## config.mk

```make
export PLATFORM = sky130hd
export DESIGN_NAME = cpu_clock_gen
export DESIGN_NICKNAME = d
export VERILOG_FILES = /design/src/hdl/clkgen_pkg.sv /design/src/hdl/cpu_clock_gen.sv /design/src/hdl/sync2.sv /design/src/hdl/tick_divider.sv
export SDC_FILE = /design/constraint.sdc
export NUM_CORES = 1
export LEC_CHECK = 0
export ABC_AREA = 1
export BUFFER_PORTS_ARGS = -buffer_cell sky130_fd_sc_hd__buf_2
export CORE_ASPECT_RATIO = 0.7
export CORE_MARGIN = 1
export CORE_UTILIZATION = 45
export CTS_CLUSTER_SIZE = 8
export DETAILED_ROUTE_END_ITERATION = 16
export GPL_ROUTABILITY_DRIVEN = 0
export MAX_ROUTING_LAYER = met4
export PLACE_DENSITY = 0.81
export SETUP_SLACK_MARGIN = 0.1
export SYNTH_ARGS = -nofsm -noshare
export SYNTH_HDL_FRONTEND = slang
export SYNTH_SLANG_ARGS = --single-unit
```

## constraint.sdc

```tcl
create_clock -name clk_i -period 1.83 [get_ports clk_i]
set_clock_uncertainty 0.05 [all_clocks]
set_input_delay 0.2745 -clock clk_i [delete_from_list [all_inputs] [get_ports clk_i]]
set_output_delay 0.2745 -clock clk_i [all_outputs]
set_load 0.03 [all_outputs]
```

## src/hdl/clkgen_pkg.sv

```systemverilog
// Shared constants and types of the CPU clock generator
package clkgen_pkg;

  // ----------------------------------------------------------------
  // Timing
  // ----------------------------------------------------------------
  localparam int unsigned CLK_PERIOD_NS     = 50;
  localparam int unsigned MAIN_PERIOD_NS    = 200;
  localparam int unsigned MAIN_DIV          = MAIN_PERIOD_NS / CLK_PERIOD_NS;
  localparam int unsigned MIN_INSTR_FAST_NS = 400;
  localparam int unsigned MIN_INSTR_SLOW_NS = 1600;
  localparam int unsigned MIN_INSTR_SUB_NS  = 122000;
  localparam int unsigned SLOW_DIV          = MIN_INSTR_SLOW_NS / MIN_INSTR_FAST_NS;
  localparam int unsigned SUB_DIV           = 2;
  localparam int unsigned STAB_EXP          = 15;
  localparam int unsigned STAB_TICKS        = 2 ** STAB_EXP;

  // ----------------------------------------------------------------
  // Register layout and reset values
  // ----------------------------------------------------------------
  localparam logic [7:0] PROC_CTRL_RESET = 8'h02;
  localparam logic [7:0] SUB_MODE_RESET  = 8'h00;
  localparam logic [7:0] SUB_CTRL_RESET  = 8'h00;
  localparam int unsigned MAIN_STOP_BIT   = 7;
  localparam int unsigned SPEED_BIT       = 1;
  localparam int unsigned SUB_STOP_BIT    = 0;
  localparam int unsigned FB_OFF_BIT      = 1;
  localparam int unsigned SRC_SEL_BIT     = 4;
  localparam int unsigned ON_SUB_BIT      = 5;

  // ----------------------------------------------------------------
  // Switching latency in CPU clocks of the old source
  // ----------------------------------------------------------------
  localparam int unsigned LAT_W = 9;
  localparam logic [LAT_W-1:0] LAT_FAST_TO_SLOW = 9'h004;
  localparam logic [LAT_W-1:0] LAT_TO_FAST      = 9'h002;
  localparam logic [LAT_W-1:0] LAT_SUB_TO_SLOW  = 9'h002;
  localparam logic [LAT_W-1:0] LAT_SLOW_TO_SUB  = 9'h132;
  localparam logic [LAT_W-1:0] LAT_FAST_TO_SUB  = 9'h04C;

  // ----------------------------------------------------------------
  // Types
  // ----------------------------------------------------------------
  typedef enum logic [1:0] {
    SRC_FAST = 2'h0,
    SRC_SLOW = 2'h1,
    SRC_SUB  = 2'h2
  } cpu_src_t;

  typedef enum logic [1:0] {
    ST_RUN  = 2'h0,
    ST_HALT = 2'h1,
    ST_STOP = 2'h3
  } standby_t;

  typedef struct packed {
    logic       wr;
    logic [7:0] data;
  } reg_wr_t;

endpackage

```

## src/hdl/cpu_clock_gen.sv

```systemverilog
// CPU clock generator control: source select, oscillator control, standby
//
// Operation
// RULE_01 - Reset selects slow main clock, control 02H
// RULE_02 - Main oscillator stopped while reset held
// RULE_03 - Offer 0.4us, 1.6us and 122us instruction times
// RULE_04 - STOP and HALT allowed on main clock
// RULE_05 - Feedback resistor bit disconnects sub resistor
// RULE_06 - Sub stop bit halts subsystem oscillator
// RULE_07 - Oscillator select bit picks subsystem clock
// RULE_08 - Main stop bit halts main oscillator on sub
// RULE_09 - On subsystem clock HALT allowed, STOP refused
// RULE_10 - Peripherals from main; sub feeds watch/LCD only
// RULE_11 - Watch and LCD clock runs during standby
// RULE_12 - Other peripherals stop with main clock
// RULE_13 - Speed and select bits jointly pick source
// RULE_14 - Switch applies after table latency in clocks
// RULE_15 - Latency counted in clocks of old source
// RULE_16 - Reset release waits 2^15 main periods
// RULE_17 - Software selects sub only when it is stable
// RULE_18 - Software restarts main and waits before return
// RULE_19 - Main stop write ignored unless on sub
// RULE_20 - Encoding 00 main, 01 main/4, 1x sub/2
// RULE_21 - Status bit 5 shows CPU running on sub
// RULE_22 - Source changes without runt clock pulses
module cpu_clock_gen #(
  parameter int unsigned STAB_TICKS = clkgen_pkg::STAB_TICKS
) (
  // Clock and reset
  input  wire logic          clk_i,
  input  wire logic          rst_i,
  // Software register writes
  input  clkgen_pkg::reg_wr_t proc_ctrl_wr_i,
  input  clkgen_pkg::reg_wr_t sub_mode_wr_i,
  input  clkgen_pkg::reg_wr_t sub_ctrl_wr_i,
  // Standby control from the CPU
  input  wire logic          halt_req_i,
  input  wire logic          stop_req_i,
  input  wire logic          wake_i,
  // Subsystem oscillator pin
  input  wire logic          sub_osc_pin_i,
  // Register read values
  output logic [7:0]         processor_clock_ctrl_o,
  output logic [7:0]         suboscillator_mode_reg_o,
  output logic [7:0]         subclock_ctrl_reg_o,
  // Oscillator control
  output logic               main_osc_en_o,
  output logic               sub_osc_en_o,
  output logic               feedback_resistor_off_o,
  // Clock enables
  output logic               cpu_clk_en_o,
  output logic               periph_clk_en_o,
  output logic               sub_periph_clk_en_o,
  // Standby status
  output logic               halt_o,
  output logic               stop_o
);

  localparam int unsigned SW = $clog2(STAB_TICKS) + 1;
  localparam logic [SW-1:0] STAB_LAST = SW'(STAB_TICKS - 1);

  // ----------------------------------------------------------------
  // Declarations
  // ----------------------------------------------------------------
  logic                 main_osc_stop_q;
  logic                 cpu_speed_select_q;
  logic                 sub_osc_stop_q;
  logic                 feedback_resistor_off_q;
  logic                 osc_source_select_q;
  clkgen_pkg::cpu_src_t sel_q;
  clkgen_pkg::cpu_src_t tgt_q;
  clkgen_pkg::cpu_src_t req_src;
  logic                 pend_q;
  logic [clkgen_pkg::LAT_W-1:0] lat_q;
  clkgen_pkg::standby_t mode_q;
  logic [SW-1:0]        stab_cnt_q;
  logic                 stable_q;
  logic                 sub_s;
  logic                 sub_prev_q;
  logic                 sub_edge;
  logic                 main_tick;
  logic                 slow_tick;
  logic                 sub_cpu_tick;
  logic                 src_tick;
  logic                 apply;
  logic                 on_sub;

  // ----------------------------------------------------------------
  // Latency lookup
  // ----------------------------------------------------------------
  function automatic logic [clkgen_pkg::LAT_W-1:0] lat_f(
    input clkgen_pkg::cpu_src_t from,
    input clkgen_pkg::cpu_src_t to
  );
    lat_f = clkgen_pkg::LAT_TO_FAST;
    case (to)
      clkgen_pkg::SRC_SLOW: begin
        lat_f = (from == clkgen_pkg::SRC_SUB) ? clkgen_pkg::LAT_SUB_TO_SLOW
                                              : clkgen_pkg::LAT_FAST_TO_SLOW;
      end
      clkgen_pkg::SRC_SUB: begin
        lat_f = (from == clkgen_pkg::SRC_SLOW) ? clkgen_pkg::LAT_SLOW_TO_SUB
                                               : clkgen_pkg::LAT_FAST_TO_SUB;
      end
      default: lat_f = clkgen_pkg::LAT_TO_FAST;
    endcase
  endfunction

  // ----------------------------------------------------------------
  // Software registers
  // ----------------------------------------------------------------
  assign on_sub = (sel_q == clkgen_pkg::SRC_SUB);

  always_ff @(posedge clk_i or posedge rst_i) begin
    if (rst_i) begin
      main_osc_stop_q    <= clkgen_pkg::PROC_CTRL_RESET[clkgen_pkg::MAIN_STOP_BIT];
      cpu_speed_select_q <= clkgen_pkg::PROC_CTRL_RESET[clkgen_pkg::SPEED_BIT]; // see RULE_01
    end else if (proc_ctrl_wr_i.wr) begin
      cpu_speed_select_q <= proc_ctrl_wr_i.data[clkgen_pkg::SPEED_BIT];
      if (!proc_ctrl_wr_i.data[clkgen_pkg::MAIN_STOP_BIT]) begin
        main_osc_stop_q <= 1'b0;
      end else if (on_sub) begin
        main_osc_stop_q <= 1'b1; // see RULE_08 see RULE_19
      end
    end
  end

  always_ff @(posedge clk_i or posedge rst_i) begin
    if (rst_i) begin
      sub_osc_stop_q          <= clkgen_pkg::SUB_MODE_RESET[clkgen_pkg::SUB_STOP_BIT];
      feedback_resistor_off_q <= clkgen_pkg::SUB_MODE_RESET[clkgen_pkg::FB_OFF_BIT];
    end else if (sub_mode_wr_i.wr) begin
      sub_osc_stop_q          <= sub_mode_wr_i.data[clkgen_pkg::SUB_STOP_BIT];
      feedback_resistor_off_q <= sub_mode_wr_i.data[clkgen_pkg::FB_OFF_BIT];
    end
  end

  always_ff @(posedge clk_i or posedge rst_i) begin
    if (rst_i) begin
      osc_source_select_q <= clkgen_pkg::SUB_CTRL_RESET[clkgen_pkg::SRC_SEL_BIT];
    end else if (sub_ctrl_wr_i.wr) begin
      osc_source_select_q <= sub_ctrl_wr_i.data[clkgen_pkg::SRC_SEL_BIT]; // see RULE_07
    end
  end

  // ----------------------------------------------------------------
  // Oscillators and dividers
  // ----------------------------------------------------------------
  always_ff @(posedge clk_i or posedge rst_i) begin
    if (rst_i) begin
      main_osc_en_o           <= 1'b0; // see RULE_02
      sub_osc_en_o            <= 1'b0;
      feedback_resistor_off_o <= 1'b0;
    end else begin
      main_osc_en_o           <= !main_osc_stop_q && (mode_q != clkgen_pkg::ST_STOP);
      sub_osc_en_o            <= !sub_osc_stop_q; // see RULE_06
      feedback_resistor_off_o <= feedback_resistor_off_q; // see RULE_05
    end
  end

  // Main oscillator period as an enable
  tick_divider #(.DIV(clkgen_pkg::MAIN_DIV)) u_main_div (
    .clk_i  (clk_i),
    .rst_i  (rst_i),
    .clr_i  (!main_osc_en_o),
    .en_i   (main_osc_en_o),
    .tick_o (main_tick)
  );

  // Slow main CPU clock main/4, restarted on a switch
  tick_divider #(.DIV(clkgen_pkg::SLOW_DIV)) u_slow_div (
    .clk_i  (clk_i),
    .rst_i  (rst_i),
    .clr_i  (apply),
    .en_i   (main_tick),
    .tick_o (slow_tick)
  );

  sync2 u_sub_sync (
    .clk_i (clk_i),
    .rst_i (rst_i),
    .d_i   (sub_osc_pin_i),
    .q_o   (sub_s)
  );

  always_ff @(posedge clk_i or posedge rst_i) begin
    if (rst_i) begin
      sub_prev_q <= 1'b0;
    end else begin
      sub_prev_q <= sub_s;
    end
  end

  assign sub_edge = sub_s && !sub_prev_q && sub_osc_en_o;

  // Subsystem CPU clock sub/2, restarted on a switch
  tick_divider #(.DIV(clkgen_pkg::SUB_DIV)) u_sub_div (
    .clk_i  (clk_i),
    .rst_i  (rst_i),
    .clr_i  (apply),
    .en_i   (sub_edge),
    .tick_o (sub_cpu_tick)
  );

  // ----------------------------------------------------------------
  // Source selection and switching
  // ----------------------------------------------------------------
  always_comb begin
    if (osc_source_select_q) begin
      req_src = clkgen_pkg::SRC_SUB; // see RULE_13 see RULE_20
    end else if (cpu_speed_select_q) begin
      req_src = clkgen_pkg::SRC_SLOW;
    end else begin
      req_src = clkgen_pkg::SRC_FAST;
    end
  end

  always_comb begin
    case (sel_q)
      clkgen_pkg::SRC_FAST: src_tick = main_tick; // see RULE_03
      clkgen_pkg::SRC_SLOW: src_tick = slow_tick;
      clkgen_pkg::SRC_SUB:  src_tick = sub_cpu_tick;
      default:              src_tick = 1'b0;
    endcase
  end

  // Switch only on an old-source edge, then restart the slow and sub dividers
  assign apply = pend_q && src_tick && (lat_q == clkgen_pkg::LAT_W'(1)); // see RULE_22

  always_ff @(posedge clk_i or posedge rst_i) begin
    if (rst_i) begin
      sel_q  <= clkgen_pkg::SRC_SLOW; // see RULE_01
      tgt_q  <= clkgen_pkg::SRC_SLOW;
      pend_q <= 1'b0;
      lat_q  <= '0;
    end else if (req_src != tgt_q) begin
      tgt_q  <= req_src;
      pend_q <= (req_src != sel_q);
      lat_q  <= lat_f(sel_q, req_src); // see RULE_14
    end else if (pend_q && src_tick) begin
      lat_q <= lat_q - clkgen_pkg::LAT_W'(1); // see RULE_15
      if (apply) begin
        sel_q  <= tgt_q;
        pend_q <= 1'b0;
      end
    end
  end

  // ----------------------------------------------------------------
  // Stabilization wait
  // ----------------------------------------------------------------
  always_ff @(posedge clk_i or posedge rst_i) begin
    if (rst_i) begin
      stab_cnt_q <= '0;
      stable_q   <= 1'b0;
    end else if (mode_q == clkgen_pkg::ST_STOP) begin
      stab_cnt_q <= '0;
      stable_q   <= 1'b0;
    end else if (!stable_q && main_tick) begin
      stab_cnt_q <= stab_cnt_q + SW'(1);
      stable_q   <= (stab_cnt_q == STAB_LAST); // see RULE_16
    end
  end

  // ----------------------------------------------------------------
  // Standby modes
  // ----------------------------------------------------------------
  always_ff @(posedge clk_i or posedge rst_i) begin
    if (rst_i) begin
      mode_q <= clkgen_pkg::ST_RUN;
    end else begin
      case (mode_q)
        clkgen_pkg::ST_RUN: begin
          if (stop_req_i && !on_sub) begin
            mode_q <= clkgen_pkg::ST_STOP; // see RULE_04 see RULE_09
          end else if (halt_req_i) begin
            mode_q <= clkgen_pkg::ST_HALT;
          end
        end
        clkgen_pkg::ST_HALT: begin
          if (wake_i) begin
            mode_q <= clkgen_pkg::ST_RUN;
          end
        end
        clkgen_pkg::ST_STOP: begin
          if (wake_i) begin
            mode_q <= clkgen_pkg::ST_RUN;
          end
        end
        default: mode_q <= clkgen_pkg::ST_RUN;
      endcase
    end
  end

  // ----------------------------------------------------------------
  // Outputs
  // ----------------------------------------------------------------
  always_ff @(posedge clk_i or posedge rst_i) begin
    if (rst_i) begin
      cpu_clk_en_o        <= 1'b0;
      periph_clk_en_o     <= 1'b0;
      sub_periph_clk_en_o <= 1'b0;
      halt_o              <= 1'b0;
      stop_o              <= 1'b0;
    end else begin
      cpu_clk_en_o        <= src_tick && (stable_q || on_sub) && (mode_q == clkgen_pkg::ST_RUN);
      periph_clk_en_o     <= main_tick; // see RULE_10 see RULE_12
      sub_periph_clk_en_o <= sub_edge; // see RULE_11
      halt_o              <= (mode_q == clkgen_pkg::ST_HALT);
      stop_o              <= (mode_q == clkgen_pkg::ST_STOP);
    end
  end

  always_ff @(posedge clk_i or posedge rst_i) begin
    if (rst_i) begin
      processor_clock_ctrl_o   <= clkgen_pkg::PROC_CTRL_RESET;
      suboscillator_mode_reg_o <= clkgen_pkg::SUB_MODE_RESET;
      subclock_ctrl_reg_o      <= clkgen_pkg::SUB_CTRL_RESET;
    end else begin
      processor_clock_ctrl_o   <= {main_osc_stop_q, 5'h00, cpu_speed_select_q, 1'b0};
      suboscillator_mode_reg_o <= {6'h00, feedback_resistor_off_q, sub_osc_stop_q};
      subclock_ctrl_reg_o      <= {2'h0, on_sub, osc_source_select_q, 4'h0}; // see RULE_21
    end
  end

  // ----------------------------------------------------------------
  // Checks
  // ----------------------------------------------------------------
  chk_reset_ctrl_value: assert property ( // see RULE_01
    @(posedge clk_i) $past(rst_i) |-> processor_clock_ctrl_o == 8'h02
  ) else $error("control register not 02H after reset");

  chk_main_osc_reset: assert property ( // see RULE_02
    @(posedge clk_i) rst_i |-> !main_osc_en_o
  ) else $error("main oscillator running in reset");

  chk_stop_refused_sub: assert property ( // see RULE_09
    @(posedge clk_i) disable iff (rst_i)
    (mode_q == clkgen_pkg::ST_RUN && on_sub) |=> mode_q != clkgen_pkg::ST_STOP
  ) else $error("STOP entered on subsystem clock");

  chk_main_stop_ignored: assert property ( // see RULE_19
    @(posedge clk_i) disable iff (rst_i)
    (!on_sub && !main_osc_stop_q) |=> !main_osc_stop_q
  ) else $error("main stop bit set while on main clock");

  chk_sub_osc_stop: assert property ( // see RULE_06
    @(posedge clk_i) disable iff (rst_i)
    sub_osc_stop_q [*3] |-> !sub_osc_en_o && !sub_periph_clk_en_o
  ) else $error("subsystem oscillator not stopped");

  chk_cpu_after_stab: assert property ( // see RULE_16
    @(posedge clk_i) disable iff (rst_i)
    $rose(cpu_clk_en_o) && !$past(on_sub) |-> $past(stable_q)
  ) else $error("CPU clock before stabilization");

  chk_halt_gates_cpu: assert property ( // see RULE_04
    @(posedge clk_i) disable iff (rst_i)
    halt_o |-> !cpu_clk_en_o
  ) else $error("CPU clock running in HALT");

  chk_switch_on_edge: assert property ( // see RULE_22
    @(posedge clk_i) disable iff (rst_i)
    $changed(sel_q) |-> $past(src_tick && pend_q && lat_q == 9'h001)
  ) else $error("source changed off an old-clock edge");

  chk_latency_load: assert property ( // see RULE_14
    @(posedge clk_i) disable iff (rst_i)
    (req_src == clkgen_pkg::SRC_SUB && tgt_q != req_src && sel_q == clkgen_pkg::SRC_SLOW)
      |=> lat_q == 9'h132 && pend_q
  ) else $error("slow-to-sub latency not 306");

  chk_fast_sub_latency: assert property ( // see RULE_14
    @(posedge clk_i) disable iff (rst_i)
    (req_src == clkgen_pkg::SRC_SUB && tgt_q != req_src && sel_q == clkgen_pkg::SRC_FAST)
      |=> lat_q == 9'h04C && pend_q
  ) else $error("fast-to-sub latency not 76");

  chk_on_sub_status: assert property ( // see RULE_21
    @(posedge clk_i) disable iff (rst_i)
    ##1 subclock_ctrl_reg_o[5] == $past(on_sub)
  ) else $error("status bit does not follow CPU source");

endmodule

```

## src/hdl/sync2.sv

```systemverilog
// Two-flop synchroniser for a level from outside the clock domain
module sync2 (
  // Clock and reset
  input  wire logic clk_i,
  input  wire logic rst_i,
  // Level
  input  wire logic d_i,
  output logic      q_o
);

  logic meta_q;

  always_ff @(posedge clk_i or posedge rst_i) begin
    if (rst_i) begin
      meta_q <= 1'b0;
      q_o    <= 1'b0;
    end else begin
      meta_q <= d_i;
      q_o    <= meta_q;
    end
  end

endmodule

```

## src/hdl/tick_divider.sv

```systemverilog
// Enable-pulse divider: one output pulse per DIV input pulses
module tick_divider #(
  parameter int unsigned DIV = 4
) (
  // Clock and reset
  input  wire logic clk_i,
  input  wire logic rst_i,
  // Control
  input  wire logic clr_i,
  input  wire logic en_i,
  // Divided pulse
  output logic      tick_o
);

  localparam int unsigned W = (DIV > 1) ? $clog2(DIV) : 1;
  localparam logic [W-1:0] LAST = W'(DIV - 1);

  logic [W-1:0] cnt_q;

  always_ff @(posedge clk_i or posedge rst_i) begin
    if (rst_i) begin
      cnt_q  <= '0;
      tick_o <= 1'b0;
    end else if (clr_i) begin
      cnt_q  <= '0;
      tick_o <= 1'b0;
    end else begin
      tick_o <= 1'b0;
      if (en_i) begin
        if (cnt_q == LAST) begin
          cnt_q  <= '0;
          tick_o <= 1'b1;
        end else begin
          cnt_q <= cnt_q + W'(1);
        end
      end
    end
  end

endmodule

```

# Word-level counts from Yosys, hierarchy flattened
# Index checks and enable logic that the tools add are counted.
# totals
wordCells	118
input_bits	33
output_inout_bits	32
regBits	63
# classes
addsub	5
n_mux	37
n_reduce_logical	27
n_eq_ne	16
bitwise_logic	1
# op_table
cell	count
$mux W16	2
$mux W9	3
$mux W1	19
$mux W2	9
$pmux W9 S2	1
$add A16 B1 Y16 const B	1
$eq A16 B15 Y1 const B	1
$eq A2 B2 Y1 const B	5
$reduce_bool A2 Y1	5
$eq A9 B1 Y1 const B	1
$logic_and A1 B1 Y1	9
$sub A9 B1 Y9 const B	1
$eq A2 B1 Y1 const B	3
$reduce_and A2 Y1	3
$logic_not A1 Y1	5
$add A2 B1 Y2 const B	2
$logic_not A2 Y1	2
$ne A2 B1 Y1 const B	2
$ne A2 B2 Y1	2
$pmux W2 S2	1
$mux W3	1
$ne A3 B3 Y1 const B	1
$pmux W1 S3	1
$reduce_and A3 Y1	1
other kinds (5)	5

# Longest topological paths before layout
# Gate-level depths: netlist (run 1).
# depth
depth_word	7
mapped_depth	11

# Hierarchy
# Synthesis (run 1) repeated with hierarchy kept, for this count alone.
# hier_totals
cells_unflattened	377
area_unflattened_um2	3139.3
# modules_own_cells
module	area_each_um2	instances	seq_area_each_um2	cells_each
cpu_clock_gen	2721.4	1	1306.3	331
tick_divider (u_main_div ...)	142.6	2	75.1	17
tick_divider (u_sub_div)	78.8	1	50.0	9
sync2	53.8	1	50.0	3

# Least setup slack after synthesis (run 1)
# OpenSTA, ideal clock, no wires.
# synth_timing
path_type	register to register
from	reg osc_source_select_q
to	reg lat_q[2] (netlist name)
period_less_slack_ns	1.352
setup_slack_ns	0.478
n_path_buf	2
setup_ns	0.117
t_arrival_ns	1.185
path_stages_with_launch	11
cell_sequence	dfrtp_1 buf_6 inv_6 nand2_2 nand2_2 nand2_2 nor2_4 buf_6 nand3_1 nand3_1 nand2_1
# synth_between
elab_chain_cells	4
# synth_rtl
item	line	rtl
from (decl)	cpu_clock_gen.sv:69	logic osc_source_select_q;
from (signal assigned)	cpu_clock_gen.sv:140	osc_source_select_q <= clkgen_pkg::SUB_CTRL_RESET[clkgen_pkg::SRC_SEL_BIT];
from (signal assigned)	cpu_clock_gen.sv:142	osc_source_select_q <= sub_ctrl_wr_i.data[clkgen_pkg::SRC_SEL_BIT];
$mux W2 (*)	cpu_clock_gen.sv:209	if (osc_source_select_q) begin
$eq A2 B2 Y1 or $eq A2 B1 Y1 (tied branches)	cpu_clock_gen.sv:96	case (to)
$pmux W9 S2	cpu_clock_gen.sv:96	
$mux W9	cpu_clock_gen.sv:236	end else if (req_src != tgt_q) begin
to (signal assigned)	cpu_clock_gen.sv:239	lat_q <= lat_f(sel_q, req_src);
to (signal assigned)	cpu_clock_gen.sv:241	lat_q <= lat_q - clkgen_pkg::LAT_W'(1);
to (decl)	cpu_clock_gen.sv:74	logic [clkgen_pkg::LAT_W-1:0] lat_q;
# Every way passes the cells marked *; elsewhere a longest branch is shown, timed or not.
# A chain may end at the register's enable or synchronous reset.

# Final worst setup path (run 1)
# layout_timing
from	reg osc_source_select_q
to	reg sel_q[1]
# layout_between
elab_chain_cells	4
# layout_rtl
item	line	rtl
$mux W2	cpu_clock_gen.sv:209	
$ne A2 B2 Y1	cpu_clock_gen.sv:236	
$not A1 Y1 (no source line)	n/a	
$reduce_and A3 Y1 (no source line)	n/a	
to (signal assigned)	cpu_clock_gen.sv:232	sel_q <= clkgen_pkg::SRC_SLOW;
to (signal assigned)	cpu_clock_gen.sv:243	sel_q <= tgt_q;
to (decl)	cpu_clock_gen.sv:70	clkgen_pkg::cpu_src_t sel_q;
# Every way passes these cells.

==> impl_metrics.json, run 1 <==
{
  "grt_max_degree": 63,
  "hold_viol_final": 0,
  "clk-insertion-delay-late_ns": 0.35,
  "preCtsSetupSlack_ns": 0.1738,
  "grt_overflow": 0,
  "period_share_pct": 88.07,
  "avgViaCountPerCell": 4.820,
  "fmax_ghz": 0.6204,
  "outcome": "complete, no violations",
  "wl_per_cell_um": 12.31,
  "core_um2": 6426,
  "finalCriticalPeriod_ns": 1.612,
  "synth_cell_type_count": 35,
  "multi_input_area_um2": 1225,
  "avgSynthCellArea_um2": 8.248,
  "grt_pass1_wl_um": 10270,
  "p_leak_nw": 1.856,
  "ctsResizeCount": 0,
  "drive_gt1_share_pct": 17.10,
  "path_clk_slew_ns": 0.08,
  "area_growth_syn_to_layout_pct": 14.44,
  "finalSetupViolCount": 0,
  "drtIter0Drc": 262,
  "cts.sinks": 62,
  "cp-start-kind": "register",
  "ys_warn_count": 0,
  "setup_ws_ns": 0.2182,
  "antenna_left": 0,
  "die_area_um2": 7214,
  "fp-row-count": 24,
  "final_nets": 454,
  "drcViolationCount": 0,
  "grt_pass1_vias": 2273,
  "tns_ns": 0,
  "rsz0062_at_grt": "no",
  "crit_type": "register to register",
  "syn-cell-area_um2": 3093,
  "top_regs": "stab_cnt_q x16, lat_q x9",
  "nFillCells": 567,
  "crit_arrival_ns": 1.81,
  "synth_ff_type": "dfrtp_1",
  "regMostFlops": "stab_cnt_q",
  "whs_path_depth": 2,
  "die_height_um": 71.37,
  "htreeDepth": 3,
  "ys_seq_area_share_pct": 50.32,
  "yosys.area.top_type": "dfrtp_1",
  "dp.cells": 491,
  "root_buffer": "clkbuf_8",
  "syn_inst": 375,
  "finalWirelength_um": 6303,
  "numCtsBuffers": 9,
  "diodes": 0,
  "pwr_density_cell_nw_per_um2": 1215,
  "ys_top_cells_by_area": "dfrtp_1 47%, nand2_1 12%, inv_1 5.7%",
  "min_path_type": "primary input to register",
  "vias": 2468,
  "worst_r2r_path_depth": 9,
  "drtPass1Iterations": 4,
  "synth.top_cell.area_share_pct": 46.93,
  "ir_drop_mv": 0.6222,
  "synth_edf_count": 0,
  "drv_slew": 0,
  "crit_required_ns": 2.02,
  "crit_fanout": 7,
  "die_width_um": 101.1,
  "final_cell_count_no_fill": 512,
  "cts_buffer_depth": 2,
  "grt_use_total_pct": 19.61,
  "totalPowerFinal_mw": 4.300,
  "largest_reg_flops": 16,
  "ys_ff_latch": 62,
  "end_kind": "register",
  "antenna_found_initial": 0,
  "pin_count": 65,
  "register_area_um2": 1556,
  "portBuffers": 27,
  "synthArstFlopShare_pct": 100.0,
  "dpl.hpwl_um": 4358,
  "initial_core_util_pct": 48.13,
  "cts_tree": "yes",
  "cap_violations": 0
}
[cell usage after synthesis, types with 2 or more instances]
cell type	count
a21oi_1	9
buf_4	20
buf_6	2
dfrtp_1	58
dfstp_2	4
ha_1	5
inv_1	47
mux2_2	2
nand2_1	95
nand2_2	5
nand3_1	35
nand3b_1	3
nand4_1	5
nor2_1	40
nor2_4	3
nor3_1	6
o21ai_0	15
or2_2	2
xor2_1	3
[placed cells by master, fill, tap and decap left out, types with 2 or more instances in the layout]
cell type / n
xor2_1: 3
bufinv_16: 2
inv_1: 46
buf_2: 27
mux2_2: 2
nor2_1: 40
conb_1: 18
dlygate4sd3_1: 2
nor3_1: 6
clkinv_4: 2
a21oi_1: 9
nand2_1: 95
nor2_4: 3
ha_1: 5
clkbuf_8: 9
buf_4: 6
o21ai_0: 15
nand3_1: 35
inv_6: 4
nand2_2: 5
nand3b_1: 3
dfrtp_1: 58
dfstp_2: 4
nand4_1: 5
or2_2: 2
[final timing paths]
kind                                      from                   to  slack, ns
setup / recovery           osc_source_select_q             sel_q[1]       0.22
hold / removal                sub_ctrl_wr_i[8]  osc_source_select_q       0.07
setup reg to reg           osc_source_select_q             sel_q[1]       0.22
hold reg to reg              u_sub_sync.meta_q       u_sub_sync.q_o       0.30
max in group asynchronous                rst_i             tgt_q[0]       0.91
min in group asynchronous                rst_i             lat_q[4]       0.47
[metrics by stage]
stage / hold WS, ns / area, um2 / util [%]
final: 0.07103 / 3540 / 55.08
after global routing: 0.08018 / 3540 / 55.08
after CTS: 0.05584 / 3517 / 54.73
after detailed placement: 0.2847 / 3269 / 50.88
after global placement: 0.2856 / 3269 / 50.88
after floorplan: 0.2559 / 3161 / -
[logic make-up (layout without fill, tap and decap cells)]
| group | after synthesis | in the layout | synth area share (%) |
|---|---|---|---|
| XOR/XNOR | 4 | 4 | 1.133 |
| flip-flops | 62 | 62 | 50.32 |
| other | 1 | 18 | 0.1212 |
| multiplexers | 2 | 2 | 0.7281 |
| buffers and inverters | 73 | 102 | 12.14 |
| AND/OR/NAND/NOR | 200 | 200 | 28.80 |
| AO/OA/AOI/OAI | 28 | 28 | 4.733 |
| adder cells (fa/ha/maj) | 5 | 5 | 2.023 |
[critical path, stage by stage, from the launching register on]
cell,delay [ns]
dfrtp_1,0.51
inv_6,0.12
nand2_2,0.09
nand2_2,0.08
nand2_2,0.06
nor2_4,0.21
buf_4,0.18
nand2_1,0.07
nand2_1,0.08
nand2_1,0.06
[final cells by class]
class	count	share of cell area (%)
inverter	50	5.550
sequential	62	43.97
tap	91	3.217
timing repair buffer	36	6.221
multi-input combinational	257	34.61
clock buffer	9	3.499
clock inverter	7	2.934
[power by group]
group	internal [mW]	switching, mW	total, mW
combinational	0.374	0.750	1.12
clock	0.785	0.607	1.39
sequential	1.60	0.188	1.78
total	2.76	1.54	4.30
[per-layer routing]
layer	wire (um)	vias to the layer above	share of wire, %	global-route usage, %
met5	0	-	0	-
met3	376	7	6.0	7.512
met2	2765	81	44	27.74
met1	3110	1160	49	25.58
li1	-	1220	-	-
met4	51	0	0.81	7.246
[repair_timing]
item                                    4_1_cts  5_1_grt
endpoints found under the setup margin        0        6
setup buffers                                 0        3
hold buffers                                  2        0
endpoints found under the hold margin        59        0
Power figures use the tool's default switching activity.
==> run 2: changes to the inputs <==
--- a/config.mk
+++ b/config.mk
@@ -13,6 +13,7 @@
 export CTS_CLUSTER_SIZE = 8
 export DETAILED_ROUTE_END_ITERATION = 16
 export GPL_ROUTABILITY_DRIVEN = 0
+export HOLD_SLACK_MARGIN = 0.1
 export MAX_ROUTING_LAYER = met4
 export PLACE_DENSITY = 0.81
 export SETUP_SLACK_MARGIN = 0.1
==> impl_metrics.json, run 2 (synthesized netlist as in run 1, its figures left out) <==
{
  "grt_pass1_wl_um": 10390,
  "setup_ws_ns": 0.2149,
  "drtPass1Iterations": 4,
  "end_kind": "register",
  "crit_fanout": 7,
  "cts_buffer_depth": 2,
  "layout_common_cells": "95 x nand2_1, 58 x dfrtp_1, 46 x inv_1, 40 x nor2_1, 35 x nand3_1",
  "die_width_um": 101.1,
  "drive_gt1_share_pct": 16.82,
  "htreeDepth": 3,
  "avgViaCountPerCell": 4.840,
  "preCtsSetupSlack_ns": 0.1738,
  "p_sw_share_pct": 35.89,
  "vias": 2512,
  "dpl-instance-area_um2": 3269,
  "ir_drop_mv": 0.6214,
  "area_growth_syn_to_layout_pct": 16.71,
  "initial_core_util_pct": 48.13,
  "worst_r2r_path_depth": 9,
  "pwr-share-seq_pct": 41.4,
  "core_um2": 6426,
  "largest_reg_flops": 16,
  "clk-insertion-delay-late_ns": 0.35,
  "critPathLaunch": "osc_source_select_q",
  "pwr_density_cell_nw_per_um2": 1195,
  "regMostFlops": "stab_cnt_q",
  "whs_ns": 0.1134,
  "nFillCells": 552,
  "antenna_found_initial": 0,
  "r2r-start": "osc_source_select_q",
  "diodes": 0,
  "die_height_um": 71.37,
  "pin_count": 65,
  "cp-start-kind": "register",
  "cp_slowest_cell": "dfrtp_1",
  "rsz0062_at_grt": "no",
  "totalPowerFinal_mw": 4.314,
  "cts_tree": "yes",
  "dp.cells": 491,
  "p_leak_nw": 1.884,
  "use_met1_pct": 25.69,
  "r2r_end": "sel_q[1]",
  "cpPeakStageDelay_ns": 0.51,
  "grt_use_total_pct": 19.83,
  "pwr-share-clk_pct": 32.3,
  "tns_ns": 0,
  "finalSetupViolCount": 0,
  "grt_pass1_vias": 2308,
  "dpl.hpwl_um": 4358,
  "rrSetupSlack_ns": 0.21,
  "grt_max_degree": 63,
  "portBuffers": 27,
  "min_path_type": "primary input to register",
  "p_comb_share_pct": 26.4,
  "crit_type": "register to register",
  "die_area_um2": 7214,
  "fp-row-count": 24,
  "crit_required_ns": 2.02,
  "fmax_ghz": 0.6191,
  "crit_chain": "inv_6 -> nand2_2 -> nand2_2 -> nand2_2 -> nor2_4 -> buf_4 -> nand2_1 -> nand2_1 -> nand2_1",
  "busiest_layer": "met2",
  "antenna_left": 0,
  "intPower_mw": 2.766,
  "stdcell_area_um2": 3610,
  "top_regs": "stab_cnt_q x16, lat_q x9",
  "cts.sinks": 62,
  "final_nets": 461,
  "final_common_cell": "nand2_1",
  "drtIter0Drc": 306,
  "finalCriticalPeriod_ns": 1.615,
  "grt_overflow": 0,
  "finalWirelength_um": 6423,
  "crit_arrival_ns": 1.81,
  "met3_usage_pct": 7.512,
  "wl_per_cell_um": 12.38,
  "final_cell_count_no_fill": 519,
  "period_share_pct": 88.26,
  "numCtsBuffers": 9,
  "power.switching_mw": 1.548,
  "drv_slew": 0,
  "cap_violations": 0,
  "fin_util_pct": 56.17,
  "hold_viol_final": 0,
  "outcome": "complete, no violations",
  "met2_usage_pct": 28.34,
  "endpoint": "sel_q[1]",
  "path_clk_slew_ns": 0.08,
  "root_buffer": "clkbuf_8",
  "drcViolationCount": 0
}
## run 2: power by group through the flow
stage	clock network [mW]	registers, mW	logic, mW
floorplan	0	1.84	0.784
global placement	0	1.79	1.03
detailed placement	0	1.80	1.08
CTS	1.42	1.78	1.11
global route	1.48	1.81	1.26
finish	1.39	1.78	1.14
## run 2: worst min path at each step
stage	startpoint	to	slack (ns)	cells after the start
2_1_floorplan	sub_osc_pin_i	u_sub_sync.meta_q	0.26	0
3_3_place_gp	u_sub_sync.meta_q	u_sub_sync.q_o	0.29	0
3_5_place_dp	u_sub_sync.meta_q	u_sub_sync.q_o	0.28	0
4_1_cts	proc_ctrl_wr_i[1]	cpu_speed_select_q	0.10	2
5_1_grt	proc_ctrl_wr_i[1]	cpu_speed_select_q	0.11	2
6_report	proc_ctrl_wr_i[1]	cpu_speed_select_q	0.11	2
## run 2: routing by layer
metal | up-vias | part of all wire (%)
li1 | 1236 | -
met1 | 1184 | 49
met2 | 78 | 44
met3 | 14 | 6.2
met4 | 0 | 1.3
met5 | - | 0
## run 2: timing repair
item                       in CTS  in global routing
hold buffers                    9                  0
gates resized for setup         0                  0
hold endpoints to repair       63                  0
setup endpoints to repair       0                  6
setup buffers                   0                  3
## run 2: critical path: cells and delay by family, from the launching register on
| family | cells | cell delay, ns |
|---|---|---|
| AND/OR/NAND/NOR | 7 | 0.64 |
| flip-flops | 1 | 0.51 |
| buffers and inverters | 2 | 0.29 |
## run 2: area by class of cell
cell class | count | area [um2] | share of cell area (%)
Timing Repair Buffer | 43 | 290.3 | 8.042
Sequential cell | 62 | 1556 | 43.12
Inverter | 50 | 196.4 | 5.442
Clock buffer | 9 | 123.9 | 3.432
Multi-Input combinational cell | 257 | 1225 | 33.93
Clock inverter | 7 | 103.9 | 2.877
Tap cell | 91 | 113.9 | 3.154
